File: config.mk
export PLATFORM = sky130hd
export DESIGN_NAME = mbsm_top
export DESIGN_NICKNAME = d
export VERILOG_FILES = /design/src/rtl/mbsm_pkg.sv /design/src/rtl/mbsm_top.sv
export SDC_FILE = /design/constraint.sdc
export NUM_CORES = 1
export LEC_CHECK = 0
export BUFFER_PORTS_ARGS = -buffer_cell sky130_fd_sc_hd__buf_2
export CELL_PAD_IN_SITES_DETAIL_PLACEMENT = 1
export CELL_PAD_IN_SITES_GLOBAL_PLACEMENT = 1
export CORE_ASPECT_RATIO = 2
export CORE_MARGIN = 5
export CORE_UTILIZATION = 43
export CTS_CLUSTER_SIZE = 16
export DETAILED_ROUTE_END_ITERATION = 7
export HOLD_SLACK_MARGIN = 0.02
export PLACE_DENSITY = 0.78
export SYNTH_ARGS = -nofsm -noshare
export SYNTH_HDL_FRONTEND = slang
export SYNTH_SLANG_ARGS = --single-unit
File: constraint.sdc
create_clock -name mclk -period 5.2 [get_ports mclk]
set_input_delay 0.26 -clock mclk [delete_from_list [all_inputs] [get_ports mclk]]
set_output_delay 0.26 -clock mclk [all_outputs]
set_load 0.05 [all_outputs]
File: src/rtl/mbsm_pkg.sv
// shared constants and carrier types for the modem slave request interpreter
package mbsm_pkg;

  // supported function codes
  localparam logic [7:0] FC_RD_COILS  = 8'h01;
  localparam logic [7:0] FC_RD_INPUTS = 8'h02;
  localparam logic [7:0] FC_RD_HOLD   = 8'h03;
  localparam logic [7:0] FC_RD_AIN    = 8'h04;
  localparam logic [7:0] FC_WR_COIL   = 8'h05;
  localparam logic [7:0] FC_WR_REG    = 8'h06;
  localparam logic [7:0] FC_WR_COILS  = 8'h0f;
  localparam logic [7:0] FC_WR_REGS   = 8'h10;

  // exception codes answered to the master
  localparam logic [7:0] EXC_NONE     = 8'h00;
  localparam logic [7:0] EXC_FUNCTION = 8'h01;
  localparam logic [7:0] EXC_ADDRESS  = 8'h02;
  localparam logic [7:0] EXC_VALUE    = 8'h03;

  // mapped range sizes and request limits
  localparam logic [16:0] BIT_ITEMS    = 17'h00080;  // 128 coils / 128 inputs
  localparam logic [16:0] AIN_ITEMS    = 17'h00020;  // 32 analog input words
  localparam logic [16:0] VAR_ITEMS    = 17'h08000;  // byte offset must fit 16 bits
  localparam logic [15:0] MAX_REGS     = 16'h007d;   // 125 registers, 250 bytes
  localparam logic [15:0] COIL_ON      = 16'hff00;
  localparam logic [15:0] COIL_OFF     = 16'h0000;

  // host memory areas on the expansion bus
  localparam logic [1:0] AREA_OUT_IMAGE = 2'h0;
  localparam logic [1:0] AREA_DISC_IN   = 2'h1;
  localparam logic [1:0] AREA_ANALOG_IN = 2'h2;
  localparam logic [1:0] AREA_VARIABLE  = 2'h3;

  typedef enum logic [2:0] {S_IDLE, S_CHECK, S_ISSUE, S_WAIT} mbsm_state_t;

  // parsed request from the link framer
  typedef struct packed {
    logic        valid;
    logic [7:0]  func;
    logic [15:0] addr;
    logic [15:0] qty;
    logic [15:0] wdata;
  } mbsm_req_t;

  // one access to host memory over the expansion bus
  typedef struct packed {
    logic        valid;
    logic        write;
    logic [1:0]  area;
    logic [15:0] index;
    logic [15:0] wdata;
  } mbsm_cmd_t;

  // response items back to the link framer
  typedef struct packed {
    logic        valid;
    logic        last;
    logic [7:0]  func;
    logic [7:0]  code;
    logic [15:0] data;
  } mbsm_rsp_t;

  typedef struct packed {
    mbsm_state_t st;
    logic        req_ready;
    logic [7:0]  func;
    logic [15:0] addr;
    logic [15:0] qty;
    logic [15:0] wdata;
    logic [15:0] cnt;
    logic [1:0]  area;
    logic        item_take;
    logic        pt_refuse;
    mbsm_cmd_t   cmd;
    mbsm_rsp_t   rsp;
  } mbsm_regs_t;

endpackage : mbsm_pkg

File: src/rtl/mbsm_top.sv
// request interpreter of the modem slave: decode, map, move data, answer
// Contract
// - serve each link request in slave mode with configuration loaded and send response
// - read functions 01, 02, 03, 04
// - write functions 05, 06, 15, 16
// - at most 125 registers per request
// - coil writes land in output image
// - coils and inputs map to bits 0.0-15.7
// - analog words step two, holding word 2*n
// - refuse programming protocol while in slave mode
// - no service before configuration is loaded
// - all host traffic over expansion bus
`timescale 1ns/1ps
module mbsm_top (
  input  wire logic               mclk,
  input  wire logic               rst_n,
  input  wire logic               modbus_mode,
  input  wire logic               cfg_loaded,
  input  wire logic               pt_req,
  output      logic               pt_refuse,
  input  wire mbsm_pkg::mbsm_req_t mb_req,
  output      logic               req_ready,
  input  wire logic [15:0]        item_wdata,
  output      logic               item_take,
  output      mbsm_pkg::mbsm_cmd_t iob_cmd,
  input  wire logic               iob_ack,
  input  wire logic [15:0]        iob_rdata,
  output      mbsm_pkg::mbsm_rsp_t mb_rsp
);

  logic                 rst_meta_q;
  logic                 rst_sync_q;
  mbsm_pkg::mbsm_regs_t q;
  mbsm_pkg::mbsm_regs_t d;
  logic [7:0]           chk_exc;
  logic [16:0]          cur_item;

  // checks function, range and count before any bus traffic
  function automatic logic [7:0] f_exc(input logic [7:0] fc, input logic [15:0] a,
                                       input logic [15:0] n, input logic [15:0] wd);
    logic [16:0] top;
    top = {1'b0, a} + {1'b0, n};
    f_exc = mbsm_pkg::EXC_NONE;
    case (fc)
      mbsm_pkg::FC_RD_COILS, mbsm_pkg::FC_RD_INPUTS, mbsm_pkg::FC_WR_COILS:
        if (n == 16'h0000) f_exc = mbsm_pkg::EXC_VALUE;
        else if (top > mbsm_pkg::BIT_ITEMS) f_exc = mbsm_pkg::EXC_ADDRESS;
      mbsm_pkg::FC_RD_HOLD, mbsm_pkg::FC_WR_REGS:
        if (n == 16'h0000 || n > mbsm_pkg::MAX_REGS) f_exc = mbsm_pkg::EXC_VALUE;
        else if (top > mbsm_pkg::VAR_ITEMS) f_exc = mbsm_pkg::EXC_ADDRESS;
      mbsm_pkg::FC_RD_AIN:
        if (n == 16'h0000 || n > mbsm_pkg::MAX_REGS) f_exc = mbsm_pkg::EXC_VALUE;
        else if (top > mbsm_pkg::AIN_ITEMS) f_exc = mbsm_pkg::EXC_ADDRESS;
      mbsm_pkg::FC_WR_COIL:
        if (wd != mbsm_pkg::COIL_ON && wd != mbsm_pkg::COIL_OFF) f_exc = mbsm_pkg::EXC_VALUE;
        else if (top > mbsm_pkg::BIT_ITEMS) f_exc = mbsm_pkg::EXC_ADDRESS;
      mbsm_pkg::FC_WR_REG:
        if (top > mbsm_pkg::VAR_ITEMS) f_exc = mbsm_pkg::EXC_ADDRESS;
      default:
        f_exc = mbsm_pkg::EXC_FUNCTION;
    endcase
  endfunction : f_exc

  // host memory area for a function code
  function automatic logic [1:0] f_area(input logic [7:0] fc);
    case (fc)
      mbsm_pkg::FC_RD_COILS, mbsm_pkg::FC_WR_COIL, mbsm_pkg::FC_WR_COILS: f_area = mbsm_pkg::AREA_OUT_IMAGE;
      mbsm_pkg::FC_RD_INPUTS: f_area = mbsm_pkg::AREA_DISC_IN;
      mbsm_pkg::FC_RD_AIN:    f_area = mbsm_pkg::AREA_ANALOG_IN;
      default:                f_area = mbsm_pkg::AREA_VARIABLE;
    endcase
  endfunction : f_area

  // write functions, single or multiple
  function automatic logic f_is_write(input logic [7:0] fc);
    f_is_write = (fc == mbsm_pkg::FC_WR_COIL) || (fc == mbsm_pkg::FC_WR_REG) ||
                 (fc == mbsm_pkg::FC_WR_COILS) || (fc == mbsm_pkg::FC_WR_REGS);
  endfunction : f_is_write

  // reset released through two flops, asserted at once
  always_ff @(posedge mclk or negedge rst_n)
  begin
    if (!rst_n)
    begin
      rst_meta_q <= 1'b0;
      rst_sync_q <= 1'b0;
    end
    else
    begin
      rst_meta_q <= 1'b1;
      rst_sync_q <= rst_meta_q;
    end
  end

  assign chk_exc  = f_exc(q.func, q.addr, q.qty, q.wdata);
  assign cur_item = {1'b0, q.addr} + {1'b0, q.cnt};

  // next state of the interpreter
  always_comb
  begin
    d               = q;
    d.rsp.valid     = 1'b0;
    d.rsp.last      = 1'b0;
    d.item_take     = 1'b0;
    d.pt_refuse     = pt_req & modbus_mode;
    case (q.st)
      mbsm_pkg::S_IDLE:
      begin
        d.req_ready = 1'b1;
        // requests without slave mode or configuration are dropped unanswered
        if (mb_req.valid && q.req_ready && modbus_mode && cfg_loaded)
        begin
          d.req_ready = 1'b0;
          d.func      = mb_req.func;
          d.addr      = mb_req.addr;
          d.wdata     = mb_req.wdata;
          d.qty       = (mb_req.func == mbsm_pkg::FC_WR_COIL || mb_req.func == mbsm_pkg::FC_WR_REG) ?
                        16'h0001 : mb_req.qty;
          d.st        = mbsm_pkg::S_CHECK;
        end
      end
      mbsm_pkg::S_CHECK:
      begin
        d.cnt  = 16'h0000;
        d.area = f_area(q.func);
        if (chk_exc != mbsm_pkg::EXC_NONE)
        begin
          // refused before any host access
          d.rsp.valid = 1'b1;
          d.rsp.last  = 1'b1;
          d.rsp.func  = q.func;
          d.rsp.code  = chk_exc;
          d.rsp.data  = 16'h0000;
          d.req_ready = 1'b1;
          d.st        = mbsm_pkg::S_IDLE;
        end
        else
        begin
          d.st = mbsm_pkg::S_ISSUE;
        end
      end
      mbsm_pkg::S_ISSUE:
      begin
        d.cmd.valid = 1'b1;
        d.cmd.write = f_is_write(q.func);
        d.cmd.area  = q.area;
        // bits address by bit number, words by byte offset 2*n
        if (q.area == mbsm_pkg::AREA_OUT_IMAGE || q.area == mbsm_pkg::AREA_DISC_IN)
          d.cmd.index = cur_item[15:0];
        else
          d.cmd.index = {cur_item[14:0], 1'b0};
        case (q.func)
          mbsm_pkg::FC_WR_COIL:  d.cmd.wdata = {15'h0000, q.wdata == mbsm_pkg::COIL_ON};
          mbsm_pkg::FC_WR_REG:   d.cmd.wdata = q.wdata;
          mbsm_pkg::FC_WR_COILS: d.cmd.wdata = {15'h0000, item_wdata[0]};
          mbsm_pkg::FC_WR_REGS:  d.cmd.wdata = item_wdata;
          default:               d.cmd.wdata = 16'h0000;
        endcase
        d.item_take = (q.func == mbsm_pkg::FC_WR_COILS) || (q.func == mbsm_pkg::FC_WR_REGS);
        d.st        = mbsm_pkg::S_WAIT;
      end
      mbsm_pkg::S_WAIT:
      begin
        // command holds until the expansion bus acknowledges
        if (iob_ack)
        begin
          d.cmd.valid = 1'b0;
          d.cnt       = q.cnt + 16'h0001;
          d.rsp.func  = q.func;
          d.rsp.code  = mbsm_pkg::EXC_NONE;
          d.rsp.data  = q.cmd.write ? 16'h0000 : iob_rdata;
          d.rsp.valid = !q.cmd.write;
          if (q.cnt + 16'h0001 == q.qty)
          begin
            d.rsp.valid = 1'b1;
            d.rsp.last  = 1'b1;
            d.req_ready = 1'b1;
            d.st        = mbsm_pkg::S_IDLE;
          end
          else
          begin
            d.st = mbsm_pkg::S_ISSUE;
          end
        end
      end
      default:
      begin
        d           = '0;
        d.st        = mbsm_pkg::S_IDLE;
      end
    endcase
  end

  // single state register
  always_ff @(posedge mclk or negedge rst_sync_q)
  begin
    if (!rst_sync_q)
      q <= '0;
    else
      q <= d;
  end

  assign pt_refuse = q.pt_refuse;
  assign req_ready = q.req_ready;
  assign item_take = q.item_take;
  assign iob_cmd   = q.cmd;
  assign mb_rsp    = q.rsp;
endmodule : mbsm_top

# Word-level counts from Yosys, hierarchy flattened
# Index checks and enable logic that the tools add are counted.
dict set report classes {
  mux 34
  reduce_logical 32
  eq_ne 21
  bitwise_logic 5
  magnitude_cmp 4
  addsub 3
}
# operator count
set op_table {}
lappend op_table {{56-bit one-hot mux with 2 select lines} 1}
lappend op_table {{34-bit one-hot mux with 3 select lines} 1}
lappend op_table {{35-bit one-hot mux with 2 select lines} 1}
lappend op_table {{34-bit 2-to-1 mux} 2}
lappend op_table {{16-bit 2-to-1 mux} 4}
lappend op_table {{16-bit one-hot mux with 4 select lines} 1}
lappend op_table {{60-bit 2-to-1 mux} 1}
lappend op_table {{8-bit by 3-bit == test with 1-bit output, second input constant} 5}
lappend op_table {{8-bit one-hot mux with 5 select lines} 1}
lappend op_table {{16-bit one-hot mux with 2 select lines} 1}
lappend op_table {{2-bit 2-to-1 mux} 10}
lappend op_table {{16-bit by 16-bit adder with 17-bit output} 1}
lappend op_table {{17-bit by 16-bit greater-than comparator with 1-bit output, second input constant} 1}
lappend op_table {{17-bit by 6-bit greater-than comparator with 1-bit output, second input constant} 1}
lappend op_table {{17-bit by 8-bit greater-than comparator with 1-bit output, second input constant} 1}
lappend op_table {{16-bit by 1-bit adder with 16-bit output, second input constant} 1}
lappend op_table {{16-bit adder} 1}
lappend op_table {{16-bit == test} 1}
lappend op_table {{16-bit == test, second input constant} 1}
lappend op_table {{8-bit by 2-bit == test with 1-bit output, second input constant} 2}
lappend op_table {{16-bit by 7-bit greater-than comparator with 1-bit output, second input constant} 1}
lappend op_table {{16-bit zero test} 1}
lappend op_table {{16-bit inequality test, second input constant} 1}
lappend op_table {{16-bit nonzero test} 1}
lappend op_table {{28 further kinds} 57}
dict set report word_totals {
  output_inout_bits 73
  regBits 152
}

# Longest topological paths before layout
dict set report logic_depth {
  depth_word 8
  depth_mapped 13
  depth_no_buf 12
}

# Least setup slack after synthesis
# Ideal clock, no wire load.
dict set report synth_path {
  path_kind {register -> register}
  from {reg q[106] (netlist bit)}
  to {reg q (netlist bit mb_rsp[24])}
  path_buffers 0
  required_ns 5.075
  period_less_slack_ns 3.567
  path_slack_ns 1.633
  path_stages_with_launch 13
  arrival_time_ns 3.442
  setup_time_ns 0.125
  cell_sequence {dfrtp_1 > ha_1 > fa_1 > a21oi_1 > nor2_1 > nor4_1 > o311a_1 > a211oi_1 > or4_1 > nor3_1 > o211ai_2 > o21ai_4 > mux2_2}
}
dict set report synth_between {
  elab_chain_cells 8
  word_cells_on_any_way 18
  classes_between {add/sub: 1; order compare: 4; eq/ne: 1; mux: 8; reduce/logical: 4}
}
# item line_no
set synth_rtl {}
lappend synth_rtl {{start: declaration} mbsm_top.sv:33} ;# mbsm_pkg::mbsm_regs_t q;
lappend synth_rtl {{start signal: assignment} mbsm_top.sv:198} ;# q <= '0;
lappend synth_rtl {{start signal: assignment} mbsm_top.sv:200} ;# q <= d;
lappend synth_rtl {{16-bit by 16-bit adder with 17-bit output} mbsm_top.sv:42} ;# top = {1'b0, a} + {1'b0, n};
lappend synth_rtl {{17-bit by 8-bit greater-than comparator with 1-bit output, or another cell as far along} {mbsm_top.sv:47, mbsm_top.sv:56}}
lappend synth_rtl {{2-bit 2-to-1 mux (on tied branches) (2 in a row)} n/a}
lappend synth_rtl {{8-bit one-hot mux with 5 select lines *} mbsm_top.sv:44} ;# case (fc)
lappend synth_rtl {{8-bit nonzero test *} mbsm_top.sv:126} ;# if (chk_exc != mbsm_pkg::EXC_NONE)
lappend synth_rtl {{2-bit inequality test (no source line) *} n/a}
lappend synth_rtl {{3-bit AND reduction (no source line) *} n/a}
# Every way passes the cells marked *; elsewhere a longest branch is shown, timed or not.
# A chain may end at the register's enable or synchronous reset.

# Worst setup path after layout
# Same ends and word-level chain as after synthesis.

==> results.json <==
{
  "viasPerCell": 5.62,
  "syn2layout_area_growth_pct": 12.8,
  "yosysTopAreaCell": "dfrtp_1",
  "setup_viol": 0,
  "setup_tns_ps": 0,
  "fin_util_pct": 49.4,
  "dieArea_mm2": 0.0234,
  "fin_cells": 1233,
  "synth_top_family_by_area": "compound AO/OA/AOI/OAI gates",
  "final_net_count": 1088,
  "drc_errors": 0,
  "grt_pass1_wl_mm": 38.7,
  "status": "finished, final reports clean",
  "synthTopCellsByArea": "dfrtp_1 42%, a22o_1 6.7%, buf_4 6.0%",
  "crit_arrival_ps": 4760,
  "async_reset_ff_share_pct": 100,
  "synth_edf_count": 0,
  "num_rows": 73,
  "drv_slew": 0,
  "crit_type": "reg2reg",
  "rsz0062_at_grt": "no",
  "fin_total_pwr_mw": 6.19,
  "num_vias": 6926,
  "worst-path-max-fanout": 25,
  "cts_max_level": 4,
  "cellPowerDensity_mw_per_mm2": 629,
  "synthMuxAreaShare_pct": 7.30,
  "cts.sinks": 145,
  "cts_tree": "done",
  "yosysSeqAreaShare_pct": 41.6,
  "cts_buffer_depth": 2,
  "cts_root_buf": "clkbuf_16",
  "die_w_um": 111,
  "synth_xor_area_share_pct": 4.92,
  "fin_crit_sh_pct": 85.3,
  "netlist-cell-type-count": 66,
  "cts_hold_buffers": 2,
  "slew_headroom_pct": 18.8,
  "netlist_instances": 876,
  "grt_usage_pct": 20.6,
  "cts_buffers": 17,
  "finalWirelength_mm": 23.6,
  "layout_min_cycle_time_ps": 4440,
  "cts_setup_buffers": 0,
  "avgSynthCellArea_um2": 9.96,
  "yosys.area_share.adder_pct": 5.05,
  "yosys.cell_count.top_type": "dfrtp_1",
  "synthFlopType": "dfrtp_1",
  "ctsResizeCount": 0,
  "drt_iter0_markers": 348,
  "clk_latency_ps": 440,
  "gp_congestion": 0.871,
  "coreArea_mm2": 0.0199,
  "hold_ws_ps": 40.6,
  "placed_cells": 1199,
  "num_antenna_cells": 0,
  "max-vdd-ir-drop_uv": 275,
  "die_h_um": 211,
  "post-route-cell-area_mm2": 0.00984,
  "post_dp_cell_area_mm2": 0.00924,
  "synth_simple_gate_area_share_pct": 12.8,
  "ant_nets": 0,
  "pre_cts_slack_ps": 820,
  "firstDrtPassIters": 4,
  "synth_seq_cells": 145,
  "cp_data_required_time_ps": 5520,
  "startpoint_type": "flop",
  "ys_warn_count": 0,
  "io_pins": 168,
  "synth_commonest_cells": "145 x dfrtp_1, 79 x nand2_1, 70 x buf_4",
  "antenna_found_initial": 0,
  "post-dp-hpwl_mm": 18.5,
  "synth_area_mm2": 0.00872,
  "port_buffers": 161,
  "worst-slew-pin-transition_ps": 1210,
  "clkTransAtPathRegs_ps": 60,
  "cap_viol_max_count": 0,
  "hold_viol_final": 0,
  "fin_ws_ps": 763,
  "nFillCells": 2307,
  "hp-class": "in2reg",
  "end_kind": "flop",
  "grt_remaining_overflow": 0,
  "initial_utilization_pct": 43.8,
  "drive_gt1_share_pct": 26.7,
  "synth_compound_area_share_pct": 19.6,
  "grt_max_degree": 56,
  "rrSetupSlack_ps": 760,
  "wl_per_cell_um": 19.1,
  "grt_pass1_vias": 7497,
  "p_leak_nw": 4.82,
  "fmax_mhz": 225,
  "finalClockSkew_ps": 10.0,
  "synth_top_area_share_pct": 41.6
}
## cell usage in the layout, fill, tap and decap left out, types with 16 or more instances in the layout
cell / n
nor2_1: 41
xnor2_1: 33
ha_1: 32
dfrtp_1: 144
clkbuf_16: 17
buf_2: 161
a21oi_1: 36
o21ai_0: 56
nand3_1: 16
mux2_2: 45
a22o_1: 67
xor2_1: 16
nand2_1: 79
## sequential cells by signal, indices dropped and copies added, names as in the netlist
signal and count:
q 76, iob_cmd 36, mb_rsp 28, item_take 1, pt_refuse 1, req_ready 1
rst_meta_q 1, rst_sync_q 1
## kinds of logic after synthesis
group	Yosys count
DFF	145
and+or+nand+nor	225
other	2
AOI/OAI and AO/OA	237
muxes	58
buffers and inverters	126
adders and majority gates	34
xor gates and xnor gates	49
## final timing paths
| path | startpoint | to | cells after the start |
|---|---|---|---|
| worst max-delay path | q[106] | mb_rsp[24] | 12 |
| max in group asynchronous | rst_sync_q | q[101] | 1 |
| min in group asynchronous | rst_n | rst_sync_q | 2 |
| worst min-delay path | mb_req[21] | q[111] | 2 |
| worst min register to register | rst_meta_q | rst_sync_q | 0 |
| worst max register to register | q[106] | mb_rsp[24] | 12 |
## layer usage
metal  up-vias  track usage [%]  wire length (um)
met1      3407             22.1              9140
li1       3292                -                 -
met4         0             10.1               930
met3        51             3.80               887
met5         -                0                 0
met2       176             38.3             12600
## layout make-up
cell class              instances  area [um2]  area share (%)
flip-flops and latches        145        3630            36.9
multi-input cells             610        4370            44.4
inverters                      15        56.3           0.572
clock buffers                  21         470            4.78
well taps                     262         328            3.33
repair buffers                170         881            8.95
clock inverters                10         103            1.04
## power by group
part | total [mW] | switching, mW | leakage [nW] | internal (mW)
combinational | 3.02 | 1.90 | 2.66 | 1.12
sequential | 1.99 | 0.478 | 1.88 | 1.51
clock | 1.19 | 0.488 | 0.277 | 0.698
total | 6.19 | 2.87 | 4.82 | 3.32
## critical path, cell delays in order (launching register included)
cell,delay [ps]
dfrtp_1,410
ha_1,260
fa_1,440
a21oi_1,390
nor2_1,170
nor4_1,280
o311a_1,220
a211oi_1,60
or4_1,530
nor3_1,320
o211ai_2,180
o21ai_4,630
mux2_2,420
(Power assumes the default switching activity.)
